$ cat src/rtl/dbfs_defs.vh
/*
 * Constants for the dual breaker fault sequencer: timing figures, derived
 * cycle counts, state codes and delay select encodings.
 * Assumes a 10 MHz clock; all comparator inputs synchronous to it.
 */
// Operation
// - Fault flag released only when switch fully on
// - Flag asserted on disable, limit, heat, watchdog, config
// - Enable active high, defaults high, low turns off
// - Shutdown delay selectable: 12us, 100us, 1ms, 10ms
// - Watchdog starts when startup phase begins
// - Output near input ends startup, releases flag
// - Watchdog expiry while far: off, fault state
// - Watchdog timeout is 250ms
// - Auto-retry restarts full power-up after retry wait
// - Latch-off holds until enable toggles or undervoltage cycles
// - Thermal shutdown active always, switches off immediately
// - Undervoltage switches off immediately, asserts flag
// - Constant power until near, then constant current
// - Fully on selects normal current limit reference
// - Fast overcurrent trips off within 200ns (acted on only when fully on, ignored in startup)
// - Input and enable debounced before turn-on
// - Ramp only after steady enable and input, startup only
// - Near at enable means short: off, fault state
// - Delay timer counts up at limit, down slower
// - Retry cycle repeats with flag held asserted
`ifndef DBFS_DEFS_VH
`define DBFS_DEFS_VH

`define DBFS_CLK_MHZ        10
`define DBFS_WDOG_MS        250
`define DBFS_WDOG_CYC       (`DBFS_WDOG_MS * 1000 * `DBFS_CLK_MHZ)
`define DBFS_DEB_MS         16
`define DBFS_DEB_CYC        (`DBFS_DEB_MS * 1000 * `DBFS_CLK_MHZ)
`define DBFS_DLY0_US        12
`define DBFS_DLY1_US        100
`define DBFS_DLY2_US        1000
`define DBFS_DLY3_US        10000
`define DBFS_DLY0_CYC       (`DBFS_DLY0_US * `DBFS_CLK_MHZ)
`define DBFS_DLY1_CYC       (`DBFS_DLY1_US * `DBFS_CLK_MHZ)
`define DBFS_DLY2_CYC       (`DBFS_DLY2_US * `DBFS_CLK_MHZ)
`define DBFS_DLY3_CYC       (`DBFS_DLY3_US * `DBFS_CLK_MHZ)
`define DBFS_RETRY_MULT     60
`define DBFS_DOWN_DIV       4
`define DBFS_CW             32

`define DBFS_ST_OFF         6'h01
`define DBFS_ST_QUAL        6'h02
`define DBFS_ST_CHECK       6'h04
`define DBFS_ST_START       6'h08
`define DBFS_ST_RUN         6'h10
`define DBFS_ST_FAULT       6'h20

`endif

$ cat src/rtl/dbfs_chan.v
/*
 * One breaker channel: qualification, startup, run and fault states,
 * shutdown-delay integrator and retry timer.
 * Assumes comparator levels synchronous to clk, timing counts from the top.
 */
`timescale 1ns/100ps
`include "dbfs_defs.vh"

module dbfs_chan
#(
    parameter [31:0] DEB_CYC  = `DBFS_DEB_CYC,
    parameter [31:0] WDOG_CYC = `DBFS_WDOG_CYC
)
(
    input  wire        clk,
    input  wire        resetn,
    input  wire        turn_on,
    input  wire        uv_ok,
    input  wire        over_temp,
    input  wire        near_in,
    input  wire        at_limit,
    input  wire        fast_trip,
    input  wire        auto_retry,
    input  wire [31:0] delay_cyc,
    output reg         switch_on_r,
    output reg         fault_flag_n_r,
    output reg         const_current_r,
    output reg         normal_limit_r
);

    reg [5:0]  state_r;
    reg [5:0]  state_nxt;
    reg [31:0] tmr_r;
    reg [31:0] tmr_nxt;
    reg [31:0] dly_r;
    reg [31:0] dly_nxt;
    reg [1:0]  div_r;
    reg        latch_r;
    reg        en_seen_low_r;
    reg        uv_seen_low_r;

    wire kill = over_temp | ~uv_ok | ~turn_on;
    wire retry_done = tmr_r >= (delay_cyc * `DBFS_RETRY_MULT);

    always @*
    begin
        state_nxt = state_r;
        tmr_nxt   = tmr_r + 32'h00000001;
        dly_nxt   = dly_r;
        case (state_r)
            `DBFS_ST_OFF:
            begin
                tmr_nxt = 32'h00000000;
                if (turn_on && uv_ok && !over_temp)
                    state_nxt = `DBFS_ST_QUAL;
            end
            `DBFS_ST_QUAL:
            begin
                // Steady enable and input for the filter time
                if (kill)
                begin
                    state_nxt = `DBFS_ST_OFF;
                    tmr_nxt   = 32'h00000000;
                end
                else if (tmr_r >= DEB_CYC)
                begin
                    state_nxt = `DBFS_ST_CHECK;
                    tmr_nxt   = 32'h00000000;
                end
            end
            `DBFS_ST_CHECK:
            begin
                tmr_nxt = 32'h00000000;
                if (kill)
                    state_nxt = `DBFS_ST_OFF;
                else if (near_in)
                    state_nxt = `DBFS_ST_FAULT;
                else
                    state_nxt = `DBFS_ST_START;
            end
            `DBFS_ST_START:
            begin
                if (kill)
                    state_nxt = `DBFS_ST_OFF;
                else if (near_in)
                begin
                    state_nxt = `DBFS_ST_RUN;
                    dly_nxt   = 32'h00000000;
                end
                else if (tmr_r >= WDOG_CYC - 32'h00000001)
                begin
                    state_nxt = `DBFS_ST_FAULT;
                    tmr_nxt   = 32'h00000000;
                end
            end
            `DBFS_ST_RUN:
            begin
                tmr_nxt = 32'h00000000;
                if (at_limit)
                    dly_nxt = dly_r + 32'h00000001;
                else if (dly_r != 32'h00000000 && div_r == 2'h0)
                    dly_nxt = dly_r - 32'h00000001;
                if (kill)
                    state_nxt = `DBFS_ST_OFF;
                else if (fast_trip || dly_nxt >= delay_cyc)
                    state_nxt = `DBFS_ST_FAULT;
            end
            `DBFS_ST_FAULT:
            begin
                if (over_temp)
                    tmr_nxt = 32'h00000000;
                if (latch_r)
                begin
                    tmr_nxt = 32'h00000000;
                    if ((en_seen_low_r || uv_seen_low_r) && turn_on && uv_ok)
                        state_nxt = `DBFS_ST_OFF;
                end
                else if (retry_done && !over_temp && turn_on && uv_ok)
                begin
                    state_nxt = `DBFS_ST_QUAL;
                    tmr_nxt   = 32'h00000000;
                end
            end
            default:
            begin
                state_nxt = `DBFS_ST_OFF;
            end
        endcase
    end

    always @(posedge clk)
    begin
        if (!resetn)
        begin
            state_r         <= `DBFS_ST_OFF;
            tmr_r           <= 32'h00000000;
            dly_r           <= 32'h00000000;
            div_r           <= 2'h0;
            latch_r         <= 1'b0;
            en_seen_low_r   <= 1'b0;
            uv_seen_low_r   <= 1'b0;
            switch_on_r     <= 1'b0;
            fault_flag_n_r  <= 1'b0;
            const_current_r <= 1'b0;
            normal_limit_r  <= 1'b0;
        end
        else
        begin
            state_r <= state_nxt;
            tmr_r   <= tmr_nxt;
            dly_r   <= dly_nxt;
            div_r   <= div_r + 2'h1;
            if (state_nxt == `DBFS_ST_FAULT && state_r != `DBFS_ST_FAULT)
            begin
                latch_r       <= ~auto_retry;
                en_seen_low_r <= 1'b0;
                uv_seen_low_r <= 1'b0;
            end
            else
            begin
                if (!turn_on)
                    en_seen_low_r <= 1'b1;
                if (!uv_ok)
                    uv_seen_low_r <= 1'b1;
            end
            switch_on_r     <= (state_nxt == `DBFS_ST_START) ||
                               (state_nxt == `DBFS_ST_RUN);
            fault_flag_n_r  <= (state_nxt == `DBFS_ST_RUN) && !at_limit;
            const_current_r <= (state_nxt == `DBFS_ST_RUN);
            normal_limit_r  <= (state_nxt == `DBFS_ST_RUN);
        end
    end

endmodule // dbfs_chan

$ cat src/rtl/dbfs_top.v
/*
 * Dual breaker fault sequencer: two channel sequencers plus delay select.
 * Assumes all inputs synchronous to the 10 MHz clk; enables pulled high
 * outside when undriven.
 */
`timescale 1ns/100ps
`include "dbfs_defs.vh"

module dbfs_top
#(
    parameter [31:0] DEB_CYC  = `DBFS_DEB_CYC,
    parameter [31:0] WDOG_CYC = `DBFS_WDOG_CYC
)
(
    input  wire       clk,
    input  wire       resetn,
    input  wire       ch1_turn_on,
    input  wire       ch2_turn_on,
    input  wire       parallel_mode,
    input  wire       auto_retry_mode,
    input  wire [1:0] shutdown_delay_select,
    input  wire       undervoltage_ok,
    input  wire       over_temp,
    input  wire [1:0] near_input,
    input  wire [1:0] at_current_limit,
    input  wire [1:0] fast_overcurrent,
    output wire [1:0] switch_on,
    output wire       ch1_fault_flag_n,
    output wire       ch2_fault_flag_n,
    output wire [1:0] const_current_mode,
    output wire [1:0] normal_limit_sel
);

    reg  [31:0] delay_cyc;
    wire [1:0]  en_vec;
    wire [1:0]  flag_n;

    // Parallel: channel 2 follows channel 1 enable
    assign en_vec = {parallel_mode ? ch1_turn_on : ch2_turn_on, ch1_turn_on};

    always @*
    begin
        case (shutdown_delay_select)
            2'h0:    delay_cyc = `DBFS_DLY0_CYC;
            2'h1:    delay_cyc = `DBFS_DLY1_CYC;
            2'h2:    delay_cyc = `DBFS_DLY2_CYC;
            default: delay_cyc = `DBFS_DLY3_CYC;
        endcase
    end

    genvar i;
    generate
        for (i = 0; i < 2; i = i + 1)
        begin : g_ch
            dbfs_chan #(
                .DEB_CYC  (DEB_CYC),
                .WDOG_CYC (WDOG_CYC)
            ) u_chan (
                .clk             (clk),
                .resetn          (resetn),
                .turn_on         (en_vec[i]),
                .uv_ok           (undervoltage_ok),
                .over_temp       (over_temp),
                .near_in         (near_input[i]),
                .at_limit        (at_current_limit[i]),
                .fast_trip       (fast_overcurrent[i]),
                .auto_retry      (auto_retry_mode),
                .delay_cyc       (delay_cyc),
                .switch_on_r     (switch_on[i]),
                .fault_flag_n_r  (flag_n[i]),
                .const_current_r (const_current_mode[i]),
                .normal_limit_r  (normal_limit_sel[i])
            );
        end
    endgenerate

    assign ch1_fault_flag_n = flag_n[0];
    assign ch2_fault_flag_n = flag_n[1];

endmodule // dbfs_top

$ cat config.mk
export PLATFORM = sky130hd
export DESIGN_NAME = dbfs_top
export DESIGN_NICKNAME = d
export VERILOG_FILES = /design/src/rtl/dbfs_chan.v /design/src/rtl/dbfs_top.v
export VERILOG_INCLUDE_DIRS = /design/src /design/src/rtl
export SDC_FILE = /design/constraint.sdc
export NUM_CORES = 1
export LEC_CHECK = 0
export BUFFER_PORTS_ARGS = -buffer_cell sky130_fd_sc_hd__clkbuf_2
export CAP_MARGIN = 10
export CORE_MARGIN = 3
export CORE_UTILIZATION = 62
export DETAILED_ROUTE_END_ITERATION = 10
export GPL_TIMING_DRIVEN = 0
export PLACE_DENSITY = 0.79
export SKIP_LAST_GASP = 1
export SYNTH_ARGS = -nofsm -noshare
export SYNTH_HDL_FRONTEND = slang
export SYNTH_HIERARCHICAL = 1
export SYNTH_SLANG_ARGS = --single-unit
export TNS_END_PERCENT = 100
$ cat constraint.sdc
create_clock -name clk -period 11.5 [get_ports clk]
set_input_delay 0.575 -clock clk [delete_from_list [all_inputs] [get_ports clk]]
set_output_delay 0.575 -clock clk [all_outputs]
set_load 0.05 [all_outputs]
==> results.md <==
- The die covers 30,640 µm².
- For this configuration, the core starts out at a cell density of 63.42%.
- STA puts the critical path data arrival time at 7080 ps.
- The buffer depth of the longest clock path is 2.
- At the worst endpoint, the required time is 11,790 ps.
- The final-report max-slew violation count was 0.
- Once routing completed, OpenROAD measured the worst setup slack at 4710 ps.
- Yosys mapped the design onto 91 distinct sky130hd cell types.
- The critical path class is input pin to register.
- The top cell type by area accounts for 17.63% of the synthesized area.
- The final weighted congestion in routability-driven placement is 0.9729.
- The number of global-route vias before repair came to 15.50k.
- The post-layout net count is 2,666.
- The root buffer cell is clkbuf_16.
- Setup violations remaining at the end of the flow were counted as 0.
- The initial antenna violation count came to 0.
- The primary flip-flop cell chosen by synthesis mapping is dfxtp_1.
- The mapped netlist covers 17,720 µm².
- The number of placed instances, taps included, is 2,703.
- The area growth from synthesis to final layout is 8.970%.
- The total DRC errors in the routed layout is 0.
- In this run the static leakage power is 8.953 nW.
- The share of synthesized area occupied by flip-flops and latches is 17.63%.
- Detailed placement finished with a half-perimeter wire length of 34,370 µm.
- Yosys mapped a number of flops with a built-in enable equal to 0.
- Input and output buffers added on the ports amount to 23.
- 24 I/O pins were placed.
- The combined flip-flop and latch cell area is 3123 µm².
- Counting flops with an async set or reset pin after synthesis yields a share of 0%.
- The sum of internal, switching and leakage power is 2.256 mW.
- STA classifies the critical path startpoint as an input pin.
- The fraction of layout instances using a drive strength above 1 is 4.626%.
- The number of fill cells in the layout is 2,388.
- The worst supply voltage drop on vdd is 0.07931 mV.
- The clock arrives with 14.73 ps of skew.
- By count the netlist is led by inv_1, ha_1, nor2_1.
- The routed design could run at a clock period as short as 6790 ps.
- The multi-input combinational cells in the finished layout cover a total of 13,820 µm².
- The floorplan step defined a core boundary enclosing 27,930 µm².
- Clock-pin slew was measured on the worst setup and hold paths at 70 ps.
- The number of instances in the synthesized netlist is 2,199.
- In the final routed layout, each cell accounts on average for 15.98 µm.
- The number of resized instances in the post-cts repair step is 0.
- Setup repair after global routing left no endpoint under its margin.
- The setup total negative slack is 0 ps.
- The power per unit of standard cell area is 116.9 nW/µm².
- The total grt overflow is 0.
- The slew at the pin closest to its max-slew limit is 910.3 ps.
- Clock tree synthesis found a total of 156 sinks.
- The most frequently used cell type in the post-synthesis netlist is inv_1.
- Across all layers, the routed design uses 16.14k vias.
- The count of warnings emitted by yosys is 6.
- The worst slew margin relative to its limit is 38.90%.
- The category of the worst setup path capture point is a register.
- The aggregate routed wire length is 43,680 µm.
- From bottom edge to top edge, the die measures 175.0 µm.
- The final number of hold-violating endpoints is 0.
- Final hold analysis gives a worst-case slack of 384.6 ps.
- The remaining antenna violation count is 0.
- The number of DRC markers after the initial detailed-route iteration is 980.
- The source-to-sink clock delay at the later pin of the worst-skew pair is 430 ps.
- Counting the buffers created by CTS gives 17.
- The synthesized design contains 156 register bits.
- Derived from the worst setup path, the maximum achievable clock frequency is 0.1473 GHz.
- Global routing consumed, over all layers together, 28.49% of the routing resources.
- The flow ran to the end, and the final reports show no timing, DRC or antenna violations.
- The global routing usage on met3 is 3.607%.
- 0 antenna diodes ended up in the layout.
- The final cycle utilization of the critical path is 59.04%.
- Global routing consumed, on the met1 layer, 35.61% of the routing resources.
- The first detailed-routing pass ran for 5 iterations.
- The average via count per standard cell is 5.902.
- The buffers inserted during post-CTS setup optimization is 0.
- The initialized floorplan defines 61 standard-cell rows.
- The biggest area contributor in the post-synthesis netlist is dfxtp_1.
- The tightest min-delay check is of the input pin to register type.
- The die span in x is 175.0 µm.
- For met2 alone, demand over resource in global routing was 51.74%.
- The setup slack after placement is 4407 ps.
- The wire length of the first global-routing pass is 73,190 µm.
- The clock tree from TritonCTS is done.
- After synthesis, the mean cell area works out to 8.056 µm².
- Across the run, the number of max-cap violations was 0.
- Entering global routing, the biggest net connects 17 pins.
- The number of buffers added to fix hold violations after cts is 0.
- Of all nets on the critical path, the largest fanout is 10.
- The routing layer with the top usage in global route is met2.
- The number of levels in the clock H-tree is 4.
- For this run, the number of standard cells in the final layout without fillers is 2,734.
- Sorting the synthesized cells by area gives the leading types as dfxtp_1, ha_1, fa_1.
## final timing paths
kind	startpoint	to	slack, ps	cells past startpoint
worst min register to register	g_ch[1].u_chan/div_r[0]$_SDFF_PN0_	g_ch[1].u_chan/div_r[0]$_SDFF_PN0_	410	1
worst min-delay path	near_input[0]	g_ch[0].u_chan/state_r[3]$_SDFF_PN0_	380	2
worst max register to register	g_ch[1].u_chan/dly_r[17]$_SDFFE_PN0P_	g_ch[1].u_chan/fault_flag_n_r$_SDFF_PN0_	6130	17
worst max-delay path	shutdown_delay_select[0]	g_ch[1].u_chan/tmr_r[3]$_SDFF_PN0_	4710	25
## logic make-up after synthesis
| kind of cell | synth area share [%] |
|---|---|
| AO/OA/AOI/OAI | 18.69 |
| XOR/XNOR | 8.948 |
| adder cells (fa/ha/maj) | 26.10 |
| buffers and inverters | 6.540 |
| flip-flops | 17.63 |
| multiplexers | 0.3107 |
| other | 0.02117 |
| AND/OR/NAND/NOR | 21.75 |
## through the flow
step | instance area (µm²) | util [%]
global route | 19300 | 69.11
floorplan | 18100 | -
global placement | 18690 | 66.91
CTS | 19300 | 69.11
detailed placement | 18690 | 66.91
finish | 19300 | 69.11
## worst max-delay path: stages
cell and delay [ps]:
clkbuf_2 130, ha_1 360, o21ba_2 430, inv_1 210, fa_1 520, fa_1 520, inv_1 40, ha_1 340
a2111oi_0 370, o21ai_0 170, o211ai_1 190, o21ai_0 130, a21o_1 210, a21o_1 180, a21oi_1 200, xor2_1 120
ha_1 310, nand3_1 120, or3_1 400, a211oi_1 280, o31a_1 250, nor3b_1 70, o21ai_1 370, clkbuf_1 450
nor2_1 110
## report_power, final
group          switching (mW)  internal, mW  leakage [nW]
Combinational           0.628         0.482          7.40
Sequential            0.00167         0.543          1.26
Clock                   0.245         0.355         0.294
Total                   0.875          1.38          8.95
## per-layer routing
metal  vias to the layer above  routed length [µm]  part of all wire (%)
met5                         -                   0                     0
met4                         0                 973                   2.2
met3                        74                1903                   4.4
met2                       449               22070                    51
met1                      7716               18740                    43
li1                       7896                   -                     -
## flip-flops by register name (all words and copies together), names as in the netlist
signal	cells
g_ch.u_chan/latch_r	2
g_ch.u_chan/state_r	12
g_ch.u_chan/div_r	4
g_ch.u_chan/tmr_r	64
g_ch.u_chan/normal_limit_r	2
g_ch.u_chan/dly_r	64
g_ch.u_chan/switch_on_r	2
g_ch.u_chan/en_seen_low_r	2
g_ch.u_chan/fault_flag_n_r	2
g_ch.u_chan/uv_seen_low_r	2
## layout by cell type (no fill, tap or decap), drive strengths merged, types with 9 or more instances in the layout
cell type,count
a211oi,9
a21boi,9
a21o,73
a21oi,119
a31oi,21
and2,22
and3,36
and4,13
buf,18
clkbuf,106
conb,104
dfxtp,156
fa,106
ha,200
inv,219
nand2,164
nand2b,27
nand3,80
nand4,42
nor2,166
nor2b,24
nor3,67
nor4,30
o211ai,9
o21a,18
o21ai,118
o31a,9
o31ai,26
or2,16
or3,28
or4,11
xnor2,87
xor2,94
## area by class of cell
type	instances	share of cell area (%)
plain buffers	81	1.782
multi-input cells	1848	71.59
repair buffers	23	0.5963
clock inverters	11	0.8166
flip-flops and latches	156	16.18
clock buffers	20	2.366
well taps	378	2.450
inverters	217	4.219
(Power assumes the default switching activity.)
